<file path="src/core/slwd_params.svh">
// slwd_params.svh: register offsets, field positions, reset values and
// timing counts of the symbol lock and wake detect block.
// assumes inclusion by bare name from every design file that needs it.
`ifndef SLWD_PARAMS_SVH
`define SLWD_PARAMS_SVH

// register offsets, configuration set a
`define SLWD_ADR_CRIT_A   8'h25
`define SLWD_ADR_PATL_A   8'h26
`define SLWD_ADR_PATH_A   8'h27
`define SLWD_ADR_CCNT_A   8'h28
`define SLWD_ADR_PROP_A   8'h73
`define SLWD_ADR_INTEG_A  8'h74
`define SLWD_ADR_SYNC_PREAMBLE_A  8'h75
`define SLWD_ADR_VWIN_A   8'h77
// register offsets, configuration set b
`define SLWD_ADR_CRIT_B   8'h46
`define SLWD_ADR_PATL_B   8'h47
`define SLWD_ADR_PATH_B   8'h48
`define SLWD_ADR_CCNT_B   8'h49
`define SLWD_ADR_PROP_B   8'h93
`define SLWD_ADR_INTEG_B  8'h94
`define SLWD_ADR_SYNC_PREAMBLE_B  8'h95
`define SLWD_ADR_VWIN_B   8'h97

// reset value of every configuration register
`define SLWD_REG_RST      8'h00
// field positions
`define SLWD_CRIT_MSB     1
`define SLWD_CCNT_MSB     6
`define SLWD_SYNC_PREAMBLE_LENGTH_FIELD_MSB   1

// timing in sixteenths of a bit period
`define SLWD_TICKS_PER_BIT 16
// run-in sync budget: four symbols
`define SLWD_SYNC_PREAMBLE_BITS    4
// sync search timeout 7.625 bits, held as eighths of a bit
`define SLWD_VDR_EIGHTHS   61
// pattern length in chips
`define SLWD_PAT_CHIPS     16

`endif

</file>
<file path="src/core/slwd_pkg.sv">
// slwd_pkg.sv: types shared by the symbol lock and wake detect block.
// assumes nothing beyond a sv-2012 compiler.
package slwd_pkg;

  // wake criterion field encodings
  typedef enum logic [1:0] {
    SLWD_CRIT_PATTERN = 2'b00,
    SLWD_CRIT_RANDOM  = 2'b01,
    SLWD_CRIT_EQUAL   = 2'b10,
    SLWD_CRIT_RATE    = 2'b11
  } slwd_crit_t;

  // wake search states
  typedef enum logic [1:0] {
    SLWD_ST_IDLE    = 2'b00,
    SLWD_ST_WAIT    = 2'b01,
    SLWD_ST_OBSERVE = 2'b10
  } slwd_state_t;

endpackage

</file>
<file path="src/core/slwd_chip_check.sv">
// slwd_chip_check.sv: code violation and bit change detectors on the chip
// stream.
// assumes chip_stb marks one valid chip per pulse, synchronous to clk_sys.
`timescale 1ns/1ps
module slwd_chip_check (
  input  wire logic clk_sys,
  input  wire logic resetn,
  input  wire logic clear,      // drops chip history
  input  wire logic chip_stb,   // one chip arrives
  input  wire logic chip_val,   // value of that chip
  output logic      code_viol,  // three equal chips in a row
  output logic      bit_change  // two equal chips in a row
);

  logic [1:0] hist_ff;   // previous two chips, newest in bit 0
  logic [1:0] have_ff;   // history fill, one bit per held chip

  // chip history, restarted at each search
  always_ff @(posedge clk_sys or negedge resetn) begin
    if (!resetn) begin
      hist_ff <= 2'h0;
      have_ff <= 2'h0;
    end else if (clear) begin
      hist_ff <= 2'h0;
      have_ff <= 2'h0;
    end else if (chip_stb) begin
      hist_ff <= {hist_ff[0], chip_val};
      have_ff <= {have_ff[0], 1'b1};
    end
  end

  // equal pairs and triples on the arriving chip
  always_comb begin
    bit_change = chip_stb & have_ff[0] & (chip_val == hist_ff[0]);
    code_viol  = bit_change & have_ff[1]
               & (hist_ff[0] == hist_ff[1]);
  end
endmodule

</file>
<file path="src/core/slwd_pattern_match.sv">
// slwd_pattern_match.sv: 16-chip pattern correlator for wake-up search.
// assumes chip_stb marks one valid chip per pulse; newest chip in bit 0.
`timescale 1ns/1ps
`include "slwd_params.svh"
module slwd_pattern_match #(
  parameter int CHIPS = `SLWD_PAT_CHIPS
) (
  input  wire logic             clk_sys,
  input  wire logic             resetn,
  input  wire logic             clear,     // restarts filling
  input  wire logic             chip_stb,  // one chip arrives
  input  wire logic             chip_val,  // value of that chip
  input  wire logic [CHIPS-1:0] pattern,   // chip 0 in the lsb
  output logic                  match      // window equals pattern
);

  logic [CHIPS-2:0] shift_ff;  // previous chips
  logic [4:0]       fill_ff;   // chips held so far, saturating
  logic [CHIPS-1:0] window;    // previous chips plus the arriving one

  // shift register and fill count
  always_ff @(posedge clk_sys or negedge resetn) begin
    if (!resetn) begin
      shift_ff <= '0;
      fill_ff  <= 5'h00;
    end else if (clear) begin
      shift_ff <= '0;
      fill_ff  <= 5'h00;
    end else if (chip_stb) begin
      shift_ff <= {shift_ff[CHIPS-3:0], chip_val};
      if (fill_ff != 5'(CHIPS - 1)) begin
        fill_ff <= fill_ff + 5'h01;
      end
    end
  end

  // compare only once the register is full
  always_comb begin
    window = {shift_ff, chip_val};
    match  = chip_stb & (fill_ff == 5'(CHIPS - 1))
           & (window == pattern);
  end

endmodule

</file>
<file path="src/core/slwd_top.sv">
// slwd_top.sv: symbol lock supervision and wake-up criterion search.
// assumes the recovery loop supplies ref_edge, sync_found and a 1/16 bit
// tick; the framer supplies the gap level and end-of-message pulse.
//
// Behaviour
// - drop lock when edges absent past window
// - gap freezes loop and violation timer
// - violation window counts sixteenth-bit steps
// - wake search only in self-polling, active set
// - search needs sync within four run-in symbols, within 7.625 bits in rate mode
// - sync loss aborts observation at once
// - count chips, compare with programmed count
// - three equal chips flag code violation
// - two equal chips flag bit change
// - compare last 16 chips with pattern
// - criterion field selects one of four modes
// - pattern match inside window wakes
// - equal bits wake, differing bit aborts
// - no violation in window wakes
// - sync before timeout wakes, count ignored
// - chip count zero: immediate or never
// - end of message drops lock
`timescale 1ns/1ps
`include "slwd_params.svh"
module slwd_top #(
  parameter int SYNC_PREAMBLE_TICKS = `SLWD_SYNC_PREAMBLE_BITS * `SLWD_TICKS_PER_BIT,
  parameter int VDR_TICKS   = `SLWD_VDR_EIGHTHS * `SLWD_TICKS_PER_BIT / 8
) (
  input  wire logic       clk_sys,
  input  wire logic       resetn,
  input  wire logic       reg_wr,        // register write strobe
  input  wire logic [7:0] reg_addr,      // register offset
  input  wire logic [7:0] reg_wdata,     // register write data
  input  wire logic       cfg_sel_b,     // high: set b active
  input  wire logic       self_poll,     // self-polling mode active
  input  wire logic       search_start,  // run-in begins, start search
  input  wire logic       tick16,        // one sixteenth of a bit
  input  wire logic       ref_edge,      // reference edge seen
  input  wire logic       sync_found,    // loop reached symbol sync
  input  wire logic       tsi_gap,       // telegram-start gap level
  input  wire logic       end_of_message,// framer end of message
  input  wire logic       chip_stb,      // one chip arrives
  input  wire logic       chip_val,      // value of that chip
  output logic            symbol_lock,   // loop locked
  output logic            loop_freeze,   // hold loop state
  output logic            loop_resync,   // restart loop acquisition
  output logic [7:0]      prop_cfg,      // active proportional setting
  output logic [7:0]      integ_cfg,     // active integral setting
  output logic [1:0]      sync_preamble_len,     // active run-in length
  output logic            search_busy,   // wake search running
  output logic            wake_found,    // criterion met, one cycle
  output logic            wake_abort     // search given up, one cycle
);

  // configuration storage, index 0 set a, index 1 set b
  logic [7:0] crit_ff  [2];
  logic [7:0] patl_ff  [2];
  logic [7:0] path_ff  [2];
  logic [7:0] ccnt_ff  [2];
  logic [7:0] prop_ff  [2];
  logic [7:0] integ_ff [2];
  logic [7:0] sync_preamble_ff [2];
  logic [7:0] vwin_ff  [2];

  // register writes, one process per configuration set
  for (genvar s = 0; s < 2; s++) begin : g_set
    localparam logic [7:0] A_CRIT  = s ? `SLWD_ADR_CRIT_B  : `SLWD_ADR_CRIT_A;
    localparam logic [7:0] A_PATL  = s ? `SLWD_ADR_PATL_B  : `SLWD_ADR_PATL_A;
    localparam logic [7:0] A_PATH  = s ? `SLWD_ADR_PATH_B  : `SLWD_ADR_PATH_A;
    localparam logic [7:0] A_CCNT  = s ? `SLWD_ADR_CCNT_B  : `SLWD_ADR_CCNT_A;
    localparam logic [7:0] A_PROP  = s ? `SLWD_ADR_PROP_B  : `SLWD_ADR_PROP_A;
    localparam logic [7:0] A_INTEG = s ? `SLWD_ADR_INTEG_B : `SLWD_ADR_INTEG_A;
    localparam logic [7:0] A_SYNC_PREAMBLE = s ? `SLWD_ADR_SYNC_PREAMBLE_B : `SLWD_ADR_SYNC_PREAMBLE_A;
    localparam logic [7:0] A_VWIN  = s ? `SLWD_ADR_VWIN_B  : `SLWD_ADR_VWIN_A;
    always_ff @(posedge clk_sys or negedge resetn) begin
      if (!resetn) begin
        crit_ff[s]  <= `SLWD_REG_RST;
        patl_ff[s]  <= `SLWD_REG_RST;
        path_ff[s]  <= `SLWD_REG_RST;
        ccnt_ff[s]  <= `SLWD_REG_RST;
        prop_ff[s]  <= `SLWD_REG_RST;
        integ_ff[s] <= `SLWD_REG_RST;
        sync_preamble_ff[s] <= `SLWD_REG_RST;
        vwin_ff[s]  <= `SLWD_REG_RST;
      end else if (reg_wr) begin
        // unmapped offsets are ignored
        if (reg_addr == A_CRIT)  crit_ff[s]  <= reg_wdata;
        if (reg_addr == A_PATL)  patl_ff[s]  <= reg_wdata;
        if (reg_addr == A_PATH)  path_ff[s]  <= reg_wdata;
        if (reg_addr == A_CCNT)  ccnt_ff[s]  <= reg_wdata;
        if (reg_addr == A_PROP)  prop_ff[s]  <= reg_wdata;
        if (reg_addr == A_INTEG) integ_ff[s] <= reg_wdata;
        if (reg_addr == A_SYNC_PREAMBLE) sync_preamble_ff[s] <= reg_wdata;
        if (reg_addr == A_VWIN)  vwin_ff[s]  <= reg_wdata;
      end
    end
  end

  // active-set view of the settings
  logic                 act;        // active set index
  slwd_pkg::slwd_crit_t crit;       // active criterion
  logic [6:0]           chip_lim;   // active wake chip count
  logic [15:0]          pattern;    // active 16-chip pattern
  logic [7:0]           vwin;       // active violation window

  // select the active configuration set
  always_comb begin
    act      = cfg_sel_b;
    crit     = slwd_pkg::slwd_crit_t'(crit_ff[act][`SLWD_CRIT_MSB:0]);
    chip_lim = ccnt_ff[act][`SLWD_CCNT_MSB:0];
    pattern  = {path_ff[act], patl_ff[act]};
    vwin     = vwin_ff[act];
  end

  // loop settings handed to the recovery loop, registered
  always_ff @(posedge clk_sys or negedge resetn) begin
    if (!resetn) begin
      prop_cfg  <= `SLWD_REG_RST;
      integ_cfg <= `SLWD_REG_RST;
      sync_preamble_len <= 2'h0;
    end else begin
      prop_cfg  <= prop_ff[act];
      integ_cfg <= integ_ff[act];
      sync_preamble_len <= sync_preamble_ff[act][`SLWD_SYNC_PREAMBLE_LENGTH_FIELD_MSB:0];
    end
  end

  // lock supervision
  logic       lock_ff;   // symbol lock state
  logic [8:0] vcnt_ff;   // sixteenths since last reference edge
  logic       drop_now;  // window exceeded

  // the gap freezes both loop and timer
  assign loop_freeze = tsi_gap;
  assign drop_now    = lock_ff & !tsi_gap & (vcnt_ff > {1'b0, vwin});
  assign symbol_lock = lock_ff;

  // edge-free time, in sixteenth-bit steps
  always_ff @(posedge clk_sys or negedge resetn) begin
    if (!resetn) begin
      vcnt_ff <= 9'h000;
    end else if (!lock_ff || ref_edge || end_of_message) begin
      vcnt_ff <= 9'h000;
    end else if (tsi_gap) begin
      vcnt_ff <= vcnt_ff;
    end else if (tick16 && vcnt_ff != 9'h1ff) begin
      vcnt_ff <= vcnt_ff + 9'h001;
    end
  end

  // lock state: set by the loop, dropped by window or message end
  always_ff @(posedge clk_sys or negedge resetn) begin
    if (!resetn) begin
      lock_ff <= 1'b0;
    end else if (end_of_message) begin
      lock_ff <= 1'b0;
    end else if (drop_now) begin
      lock_ff <= 1'b0;
    end else if (sync_found) begin
      lock_ff <= 1'b1;
    end
  end

  // resync request follows a message end or a window drop
  always_ff @(posedge clk_sys or negedge resetn) begin
    if (!resetn) begin
      loop_resync <= 1'b0;
    end else begin
      loop_resync <= end_of_message | drop_now;
    end
  end

  // wake search
  slwd_pkg::slwd_state_t state_ff;  // search state
  logic [6:0]            tcnt_ff;   // sixteenths waited for sync
  logic [6:0]            ccnt_ob;   // chips seen in the window
  logic                  code_viol; // violation on arriving chip
  logic                  bit_change;// equal pair on arriving chip
  logic                  pat_hit;   // pattern match on arriving chip
  logic                  win_done;  // window elapsed
  logic [6:0]            sync_lim;  // sync budget for the mode
  logic                  found_now; // criterion met this cycle
  logic                  abort_now; // search ends without wake

  assign search_busy = (state_ff != slwd_pkg::SLWD_ST_IDLE);
  assign win_done    = (ccnt_ob >= chip_lim);
  assign sync_lim    = (crit == slwd_pkg::SLWD_CRIT_RATE)
                     ? 7'(VDR_TICKS) : 7'(SYNC_PREAMBLE_TICKS);

  // chip checks, history dropped while idle
  slwd_chip_check u_check (
    .clk_sys    (clk_sys),
    .resetn     (resetn),
    .clear      (!search_busy),
    .chip_stb   (chip_stb),
    .chip_val   (chip_val),
    .code_viol  (code_viol),
    .bit_change (bit_change)
  );

  // pattern correlator
  slwd_pattern_match #(
    .CHIPS (`SLWD_PAT_CHIPS)
  ) u_pat (
    .clk_sys  (clk_sys),
    .resetn   (resetn),
    .clear    (!search_busy),
    .chip_stb (chip_stb),
    .chip_val (chip_val),
    .pattern  (pattern),
    .match    (pat_hit)
  );

  // outcome of the current cycle
  always_comb begin
    found_now = 1'b0;
    abort_now = 1'b0;
    case (state_ff)
      slwd_pkg::SLWD_ST_WAIT: begin
        if (!self_poll) begin
          abort_now = 1'b1;
        end else if (lock_ff) begin
          found_now = (crit == slwd_pkg::SLWD_CRIT_RATE);
        end else if (tick16 && (tcnt_ff + 7'h01 >= sync_lim)) begin
          abort_now = 1'b1;
        end
      end
      slwd_pkg::SLWD_ST_OBSERVE: begin
        if (!self_poll || !lock_ff) begin
          abort_now = 1'b1;
        end else begin
          case (crit)
            slwd_pkg::SLWD_CRIT_PATTERN: begin
              // zero count never wakes: window already over
              if (win_done) abort_now = 1'b1;
              else if (pat_hit) found_now = 1'b1;
            end
            slwd_pkg::SLWD_CRIT_RANDOM: begin
              if (win_done) found_now = 1'b1;
              else if (code_viol) abort_now = 1'b1;
            end
            slwd_pkg::SLWD_CRIT_EQUAL: begin
              if (win_done) found_now = 1'b1;
              else if (bit_change) abort_now = 1'b1;
            end
            default: begin
              // rate mode is settled while waiting for sync
              abort_now = 1'b1;
            end
          endcase
        end
      end
      default: begin
        found_now = 1'b0;
        abort_now = 1'b0;
      end
    endcase
  end

  // search state machine
  always_ff @(posedge clk_sys or negedge resetn) begin
    if (!resetn) begin
      state_ff <= slwd_pkg::SLWD_ST_IDLE;
    end else begin
      case (state_ff)
        slwd_pkg::SLWD_ST_IDLE: begin
          if (search_start && self_poll) begin
            state_ff <= slwd_pkg::SLWD_ST_WAIT;
          end
        end
        slwd_pkg::SLWD_ST_WAIT: begin
          if (found_now || abort_now) begin
            state_ff <= slwd_pkg::SLWD_ST_IDLE;
          end else if (lock_ff) begin
            state_ff <= slwd_pkg::SLWD_ST_OBSERVE;
          end
        end
        slwd_pkg::SLWD_ST_OBSERVE: begin
          if (found_now || abort_now) begin
            state_ff <= slwd_pkg::SLWD_ST_IDLE;
          end
        end
        default: begin
          state_ff <= slwd_pkg::SLWD_ST_IDLE;
        end
      endcase
    end
  end

  // sync wait counter, in sixteenth-bit steps
  always_ff @(posedge clk_sys or negedge resetn) begin
    if (!resetn) begin
      tcnt_ff <= 7'h00;
    end else if (state_ff != slwd_pkg::SLWD_ST_WAIT) begin
      tcnt_ff <= 7'h00;
    end else if (tick16) begin
      tcnt_ff <= tcnt_ff + 7'h01;
    end
  end

  // window chip counter, runs while observing
  always_ff @(posedge clk_sys or negedge resetn) begin
    if (!resetn) begin
      ccnt_ob <= 7'h00;
    end else if (state_ff != slwd_pkg::SLWD_ST_OBSERVE) begin
      ccnt_ob <= 7'h00;
    end else if (chip_stb && !win_done) begin
      ccnt_ob <= ccnt_ob + 7'h01;
    end
  end

  // result pulses, one cycle each
  always_ff @(posedge clk_sys or negedge resetn) begin
    if (!resetn) begin
      wake_found <= 1'b0;
      wake_abort <= 1'b0;
    end else begin
      wake_found <= found_now;
      wake_abort <= abort_now;
    end
  end
endmodule

</file>
<file path="config.mk">
export PLATFORM = sky130hd
export DESIGN_NAME = slwd_top
export DESIGN_NICKNAME = d
export VERILOG_FILES = /design/src/core/slwd_pkg.sv /design/src/core/slwd_chip_check.sv /design/src/core/slwd_pattern_match.sv /design/src/core/slwd_top.sv
export VERILOG_INCLUDE_DIRS = /design/src /design/src/core
export SDC_FILE = /design/constraint.sdc
export NUM_CORES = 1
export LEC_CHECK = 0
export ABC_AREA = 1
export BUFFER_PORTS_ARGS = -buffer_cell sky130_fd_sc_hd__buf_4
export CORE_MARGIN = 1.5
export CORE_UTILIZATION = 55
export DETAILED_ROUTE_END_ITERATION = 10
export PLACE_DENSITY = 0.87
export SKIP_LAST_GASP = 1
export SYNTH_ARGS = -nofsm -noshare
export SYNTH_HDL_FRONTEND = slang
export SYNTH_SLANG_ARGS = --single-unit
</file>
<file path="constraint.sdc">
create_clock -name clk_sys -period 2.3 [get_ports clk_sys]
set_input_delay 0.23 -clock clk_sys [delete_from_list [all_inputs] [get_ports clk_sys]]
set_output_delay 0.23 -clock clk_sys [all_outputs]
set_load 0.005 [all_outputs]
</file>
==> flow_summary.yaml, run 1 <==
clock_tree:
  htree_levels: 4
  cts_tree: "done"
  numClockSinks: 171
  clock_path_buffers: 2
  clk_latency_ns: 0.42
  root_buffer: "clkbuf_16"
  cts_buffers: 17
  path_clk_slew_ns: 0.07
finish:
  layout.nets: 1079
  fillCellCount: 1048
  final_area_mm2: 0.00945
  syn_to_final_growth_pct: 17.6
  final_core_util_pct: 67.3
  drive_gt1_share_pct: 14.7
  n_antenna_cell: 0
worst_setup_path:
  r2r_cells: 18
  cp-end-kind: "flip-flop"
  critPathMaxFanout: 4
  worst-r2r-setup-slack_ns: 0.005
  r2r-end: "state_ff[1]"
  worstPathRequired_ns: 2.61
  startpoint_type: "flip-flop"
  r2r_start: "tcnt_ff[0]"
  path_class: "reg -> reg"
  cp.arrival_ns: 2.60
routing:
  wl_per_cell_um: 15.4
  routed_wl_mm: 18.6
  vias_per_cell: 5.50
  drcViolationCount: 0
  vias: 6662
  firstDrtPassIters: 7
  drtIter0Drc: 641
  postRouteAntennaNets: 0
sta:
  setup_ws_ns: 0.00531
  max_freq_mhz: 436
  rsz0062_at_grt: "true"
  hold_viol: 0
  setup_viol: 0
  slew-limit-headroom_pct: 58.3
  period_needed_ns: 2.29
  tightestPinTransition_ns: 0.624
  min_period_over_period_pct: 99.8
  finalMaxSlewViolations: 0
  clock_skew_ns: 0.00797
pwr:
  p_leak_nw: 4.76
  p_comb_share_pct: 16.2
  powerDensity_mw_per_mm2: 784
  p_switching_w: 0.00218
  peakVddDrop_mv: 0.664
  power_w: 0.00741
  clkPwrFrac_pct: 38.8
  p_int_w: 0.00523
  p_seq_share_pct: 44.9
  p_sw_share_pct: 29.4
global_route:
  gr-usage-all-layers_pct: 25.6
  grt_pass1_wl_mm: 30.3
  grt_max_degree: 57
  antenna_found_initial: 0
  overflow: 0
  grt_pass1_vias: 6212
die:
  start_util_pct: 57.2
  die_w_um: 124
  dieHeight_um: 124
  rows: 43
  core-area_mm2: 0.0140
  io-pin-count: 53
  die_area_mm2: 0.0153
hold_path:
  hold_path_end: "symbol_lock"
  min_path_cells: 3
  worstHoldStart: "sync_found"
  hold_class: "in -> reg"
placed_design:
  place.gp.congestion: 0.873
  placed_cell_area_mm2: 0.00874
  dpl_worst_slack_ns: -0.115
  io_buffer_count: 52
  hpwl_mm: 12.1
synthesis:
  yosysSeqAreaShare_pct: 53.3
  synth-edff-count: 0
  synth_cells: 948
  synth_cell_type_count: 33
  async_reset_ff_share_pct: 100
  synthFlopType: "dfrtp_1"
  synth_nets: 1009
  synth.cell_area_mm2: 0.00803
  syn_avg_cell_area_um2: 8.47
  ys_ff_latch: 171
  ys_warn_count: 0
outcome:
  status: "finished clean"
job:
  max_cap_violations: 0
## how the worst max path moves through the flow
stage / startpoint / to / slack [ns] / cells past startpoint
2_1_floorplan: cfg_sel_b / state_ff[1] / 0.004 / 18
6_report: tcnt_ff[0] / state_ff[1] / 0.005 / 18
4_1_cts: crit_ff[1] / state_ff[1] / 0.0004 / 22
3_5_place_dp: cfg_sel_b / ccnt_ob[6] / -0.12 / 15
3_3_place_gp: cfg_sel_b / state_ff[1] / 0.001 / 24
5_1_grt: crit_ff[0] / state_ff[1] / -0.26 / 21
## synthesized netlist by cell type, types with 2 or more instances
cell type | number | area share, %
dfrtp_1 | 171 | 53
o21ai_0 | 121 | 7.5
a21oi_1 | 22 | 1.4
buf_6 | 2 | 0.28
nor4_1 | 2 | 0.16
o22ai_1 | 19 | 1.5
nor2_1 | 46 | 2.2
buf_4 | 4 | 0.37
inv_2 | 2 | 0.094
nor3_1 | 14 | 0.87
nand3_2 | 2 | 0.25
clkbuf_1 | 28 | 1.3
inv_1 | 81 | 3.8
nand2_2 | 10 | 0.78
or2_2 | 2 | 0.16
xor2_1 | 7 | 0.76
mux2i_1 | 13 | 1.6
nand3b_1 | 2 | 0.19
nand2_1 | 314 | 15
ha_1 | 32 | 5.0
nor3b_1 | 2 | 0.19
nand3_1 | 38 | 2.4
nand4_1 | 4 | 0.31
## layout by cell type, fill, tap and decap left out, types with 7 or more instances in the layout
cell       netlist  layout
a21oi_1         22      21
o21ai_0        121     119
ha_1            32      30
buf_4            4      81
nand2_1        314     313
nor3_1          14      14
clkbuf_16        0      17
nand2_2         10      11
inv_1           81      77
mux2i_1         13      13
o22ai_1         19      19
nor2_1          46      43
xor2_1           7       7
dfrtp_1        171     170
nand3_1         38      35
## flip-flops by register name, indices dropped and copies added (netlist names), 2 cells and up
| signal | flops |
|---|---|
| integ_ff | 16 |
| path_ff | 16 |
| patl_ff | 16 |
| prop_ff | 16 |
| vwin_ff | 16 |
| ccnt_ff | 14 |
| u_pat.shift_ff | 14 |
| vcnt_ff | 9 |
| integ_cfg | 8 |
| prop_cfg | 8 |
| ccnt_ob | 7 |
| tcnt_ff | 7 |
| u_pat.fill_ff | 5 |
| crit_ff | 4 |
| sync_preamble_ff | 4 |
| state_ff | 2 |
| sync_preamble_len | 2 |
| u_check.have_ff | 2 |
## repair_timing
item,4_1_cts,5_1_grt
hold buffers,1,0
pin swaps,0,17
gates resized for setup,4,9
buffers inserted,2,6
endpoints found under the setup margin,2,6
endpoints found under the hold margin,52,0
## worst max-delay path, cell delays in order, from the launching register on
cell and delay (ns):
dfrtp_2 0.41, ha_1 0.23, nand3_1 0.15, xor2_1 0.23, inv_1 0.09, ha_1 0.28, nand2_1 0.04, nand2_1 0.05
nand2_1 0.05, nand2_1 0.06, nand2_1 0.05, nand2_1 0.05, nand2_1 0.05, nand2_1 0.08, nand2_2 0.08, nand3_2 0.10
nand3_2 0.07, nand2_1 0.06, nand2_1 0.05
## per-layer routing
metal	vias up	global-route usage (%)	share of wire (%)
li1	3212	-	-
met1	3148	35.0	43
met2	264	40.6	48
met3	38	5.45	6.6
met4	0	9.20	2.5
met5	-	0	0
## cell families (layout without fill, tap and decap cells)
kind of cell	after synthesis	after routing	share of synthesized area [%]
DFF	171	171	53.3
AOI/OAI and AO/OA	168	168	10.9
muxes	13	13	1.62
and+or+nand+nor	439	439	22.5
xor gates and xnor gates	8	8	0.873
adders and majority gates	32	32	4.99
buffers and inverters	117	200	5.84
## power by group through the flow
| stage | Clock [W] | Combinational [W] | Sequential (W) |
|---|---|---|---|
| global route | 0.00302 | 0.00135 | 0.00335 |
| floorplan | 0 | 0.000750 | 0.00335 |
| CTS | 0.00289 | 0.00117 | 0.00333 |
| detailed placement | 0 | 0.00114 | 0.00338 |
| global placement | 0 | 0.00110 | 0.00338 |
| finish | 0.00288 | 0.00120 | 0.00333 |
## per-stage QoR
stage / cells / hold slack (ns) / TNS, ns
2_1_floorplan: 948 / -0.0656 / 0
3_3_place_gp: 1170 / 0.223 / 0
3_5_place_dp: 1170 / 0.223 / -0.290
4_1_cts: 1205 / 0.0244 / 0
5_1_grt: 1211 / 0.0291 / -0.763
6_report: 1211 / 0.0372 / 0
## layout make-up
cell class	instances	area [um2]	share of cell area, %
flip-flops and latches	171	4280	45.3
inverters	83	312	3.30
well taps	180	225	2.38
clock inverters	14	153	1.62
multi-input cells	660	3370	35.6
clock buffers	18	439	4.65
repair buffers	85	669	7.09
Note: power is estimated with default switching activity, not from simulation.
==> run 2, diff against run 1 <==
--- a/config.mk
+++ b/config.mk
@@ -8,10 +8,12 @@
 export LEC_CHECK = 0
 export ABC_AREA = 1
 export BUFFER_PORTS_ARGS = -buffer_cell sky130_fd_sc_hd__buf_4
+export CAP_MARGIN = 20
 export CORE_MARGIN = 1.5
 export CORE_UTILIZATION = 55
 export DETAILED_ROUTE_END_ITERATION = 10
 export PLACE_DENSITY = 0.87
+export REMOVE_ABC_BUFFERS = 1
 export SKIP_LAST_GASP = 1
 export SYNTH_ARGS = -nofsm -noshare
 export SYNTH_HDL_FRONTEND = slang
==> run 2 against run 1 <==
- the flow now finishes with violations (setup timing)
- sequential share of layout area fell by 0.084 points
- combinational power about the same
- clock-buffer cell count is the same
- hold slack worse by 0.021 ns
- fmax down 3.8%
- power is 1.2% lower
- critical path depth rose by 3
- core utilization rose by 0.12 points
- clock skew is 0.00051 ns higher
- critical endpoint unchanged
- highest routed layer unchanged
==> flow_summary.yaml, run 2 (same netlist as run 1, synthesis figures left out) <==
outcome:
  status: "complete, but fails checks"
  violations: "setup timing"
clock_tree:
  cts_tree: "done"
  cts_buffers: 17
  path_clk_slew_ns: 0.07
  htree_levels: 4
  clk_latency_ns: 0.44
  root_buffer: "clkbuf_16"
  numClockSinks: 171
  clock_path_buffers: 2
routing:
  routed_wl_mm: 18.7
  vias: 6696
  vias_per_cell: 5.53
  drtIter0Drc: 488
  wl_per_cell_um: 15.4
  firstDrtPassIters: 5
  postRouteAntennaNets: 0
  drcViolationCount: 0
die:
  die_area_mm2: 0.0153
  io-pin-count: 53
  core-area_mm2: 0.0140
  start_util_pct: 57.2
  die_w_um: 124
  dieHeight_um: 124
  rows: 43
placed_design:
  hpwl_mm: 11.6
  dp.cells: 1173
  place.gp.congestion: 0.832
  io_buffer_count: 52
finish:
  layout.nets: 1079
  final_cell_mix: "nand2_1 (311), dfrtp_1 (170), o21ai_0 (119), buf_4 (79), inv_1 (77)"
  n_antenna_cell: 0
  fillCellCount: 1022
  layout.cells.most_common: "nand2_1"
  syn_to_final_growth_pct: 17.9
  drive_gt1_share_pct: 15.5
  final_cells: 1211
global_route:
  grt_pass1_wl_mm: 30.3
  antenna_found_initial: 0
  grt_max_degree: 70
  overflow: 0
  gr-usage-all-layers_pct: 25.8
  grt_pass1_vias: 6271
hold_path:
  worstHoldStart: "end_of_message"
  min_path_cells: 3
  hold_class: "in -> reg"
  hold_path_end: "loop_resync"
worst_setup_path:
  startpoint_type: "flip-flop"
  worst-r2r-setup-slack_ns: -0.08
  worstPathRequired_ns: 2.62
  r2r-end: "state_ff[1]"
  cp-end-kind: "flip-flop"
  critPathMaxFanout: 4
  cp.arrival_ns: 2.71
  critPathSlowestCell: "dfrtp_1"
  cp_common_cell: "nand2_1"
  path_cells: "or2_4 -> o21ai_4 -> inv_2 -> ha_4 -> ha_4 -> a21oi_2 -> nand2_1 -> nand2_1 -> nand2_1 -> nand2_1 -> nand2_1 -> nand2_1 -> nand2_1 -> nand2_1 -> nand2_1 -> nand2_1 -> nand2_1 -> nand2_2 -> nand3_4 -> nand4_1 -> nand2_1"
  path_class: "reg -> reg"
  r2r_start: "crit_ff[0]"
  slowest_delay_ns: 0.39
  r2r_cells: 21
pwr:
  p_int_w: 0.00512
  peakVddDrop_mv: 0.541
  p_switching_w: 0.00220
  p_seq_share_pct: 45.6
  p_leak_nw: 4.76
  p_comb_share_pct: 16.6
  clkPwrFrac_pct: 37.8
  powerDensity_mw_per_mm2: 773
  power_w: 0.00732
  p_sw_share_pct: 30.0
sta:
  period_needed_ns: 2.38
  setup_ws_ns: -0.0845
  rsz0062_at_grt: "true"
  setup_viol: 3
  max_freq_mhz: 419
  slew-limit-headroom_pct: 58.2
  tightestPinTransition_ns: 0.626
  min_period_over_period_pct: 104
  finalMaxSlewViolations: 0
  hold_viol: 0
  clock_skew_ns: 0.00849
job:
  max_cap_violations: 0
[run 2: power groups by stage]
stage          logic, W  registers, W  clock network [W]
2_1_floorplan  0.000680       0.00335                  0
3_3_place_gp    0.00107       0.00337                  0
3_5_place_dp    0.00111       0.00338                  0
4_1_cts         0.00117       0.00332            0.00280
5_1_grt         0.00136       0.00335            0.00293
6_report        0.00121       0.00333            0.00277
[run 2: how the worst max path moves through the flow]
stage,from,to,slack [ns]
after CTS,crit_ff[1],state_ff[1],0.006
after global placement,cfg_sel_b,state_ff[0],-0.24
final,crit_ff[0],state_ff[1],-0.08
after detailed placement,cfg_sel_b,ccnt_ob[6],-0.34
after floorplan,cfg_sel_b,state_ff[0],-0.27
after global routing,crit_ff[0],state_ff[1],-0.24
[run 2: stage by stage]
| stage | util (%) | instance area (um2) | worst slack (ns) | hold slack [ns] | setup TNS, ns |
|---|---|---|---|---|---|
| 6_report | 67.4 | 9460 | -0.0845 | 0.0167 | -0.191 |
| 5_1_grt | 67.4 | 9460 | -0.241 | 0.0260 | -0.710 |
| 4_1_cts | 66.7 | 9370 | 0.00584 | 0.00444 | 0 |
| 3_5_place_dp | 62.1 | 8720 | -0.338 | 0.200 | -2.05 |
| 3_3_place_gp | 62.1 | 8720 | -0.243 | 0.202 | -1.16 |
| 2_1_floorplan | - | 7870 | -0.275 | -0.0656 | -0.622 |
[run 2: critical path, delay by kind of cell, from the launching register on]
kind / cells / cell delay, ns
buffers and inverters: 1 / 0.07
AOI/OAI and AO/OA: 2 / 0.19
DFF: 1 / 0.39
and+or+nand+nor: 16 / 1.23
adders and majority gates: 2 / 0.39
[run 2: metal layers]
layer	GRT usage, %	vias up	wire length, um
met5	0	-	0
met4	9.99	0	510
met3	5.17	47	1220
met2	42.1	258	9060
met1	34.1	3181	7860
li1	-	3210	-
[run 2: final cells by class]
type | count | area (um2) | area share, %
tap | 180 | 225 | 2.38
clock inverter | 14 | 125 | 1.32
clock buffer | 18 | 439 | 4.64
sequential | 171 | 4280 | 45.2
inverter | 83 | 312 | 3.29
timing repair buffer | 85 | 677 | 7.15
multi-input combinational | 660 | 3400 | 36.0
[run 2: repair_timing]
action,in CTS,in global routing
buffers inserted,4,1
pin swaps,11,24
resized for setup,14,23
hold buffers,1,0
endpoints found under the hold margin,48,0
setup endpoints to repair,3,7
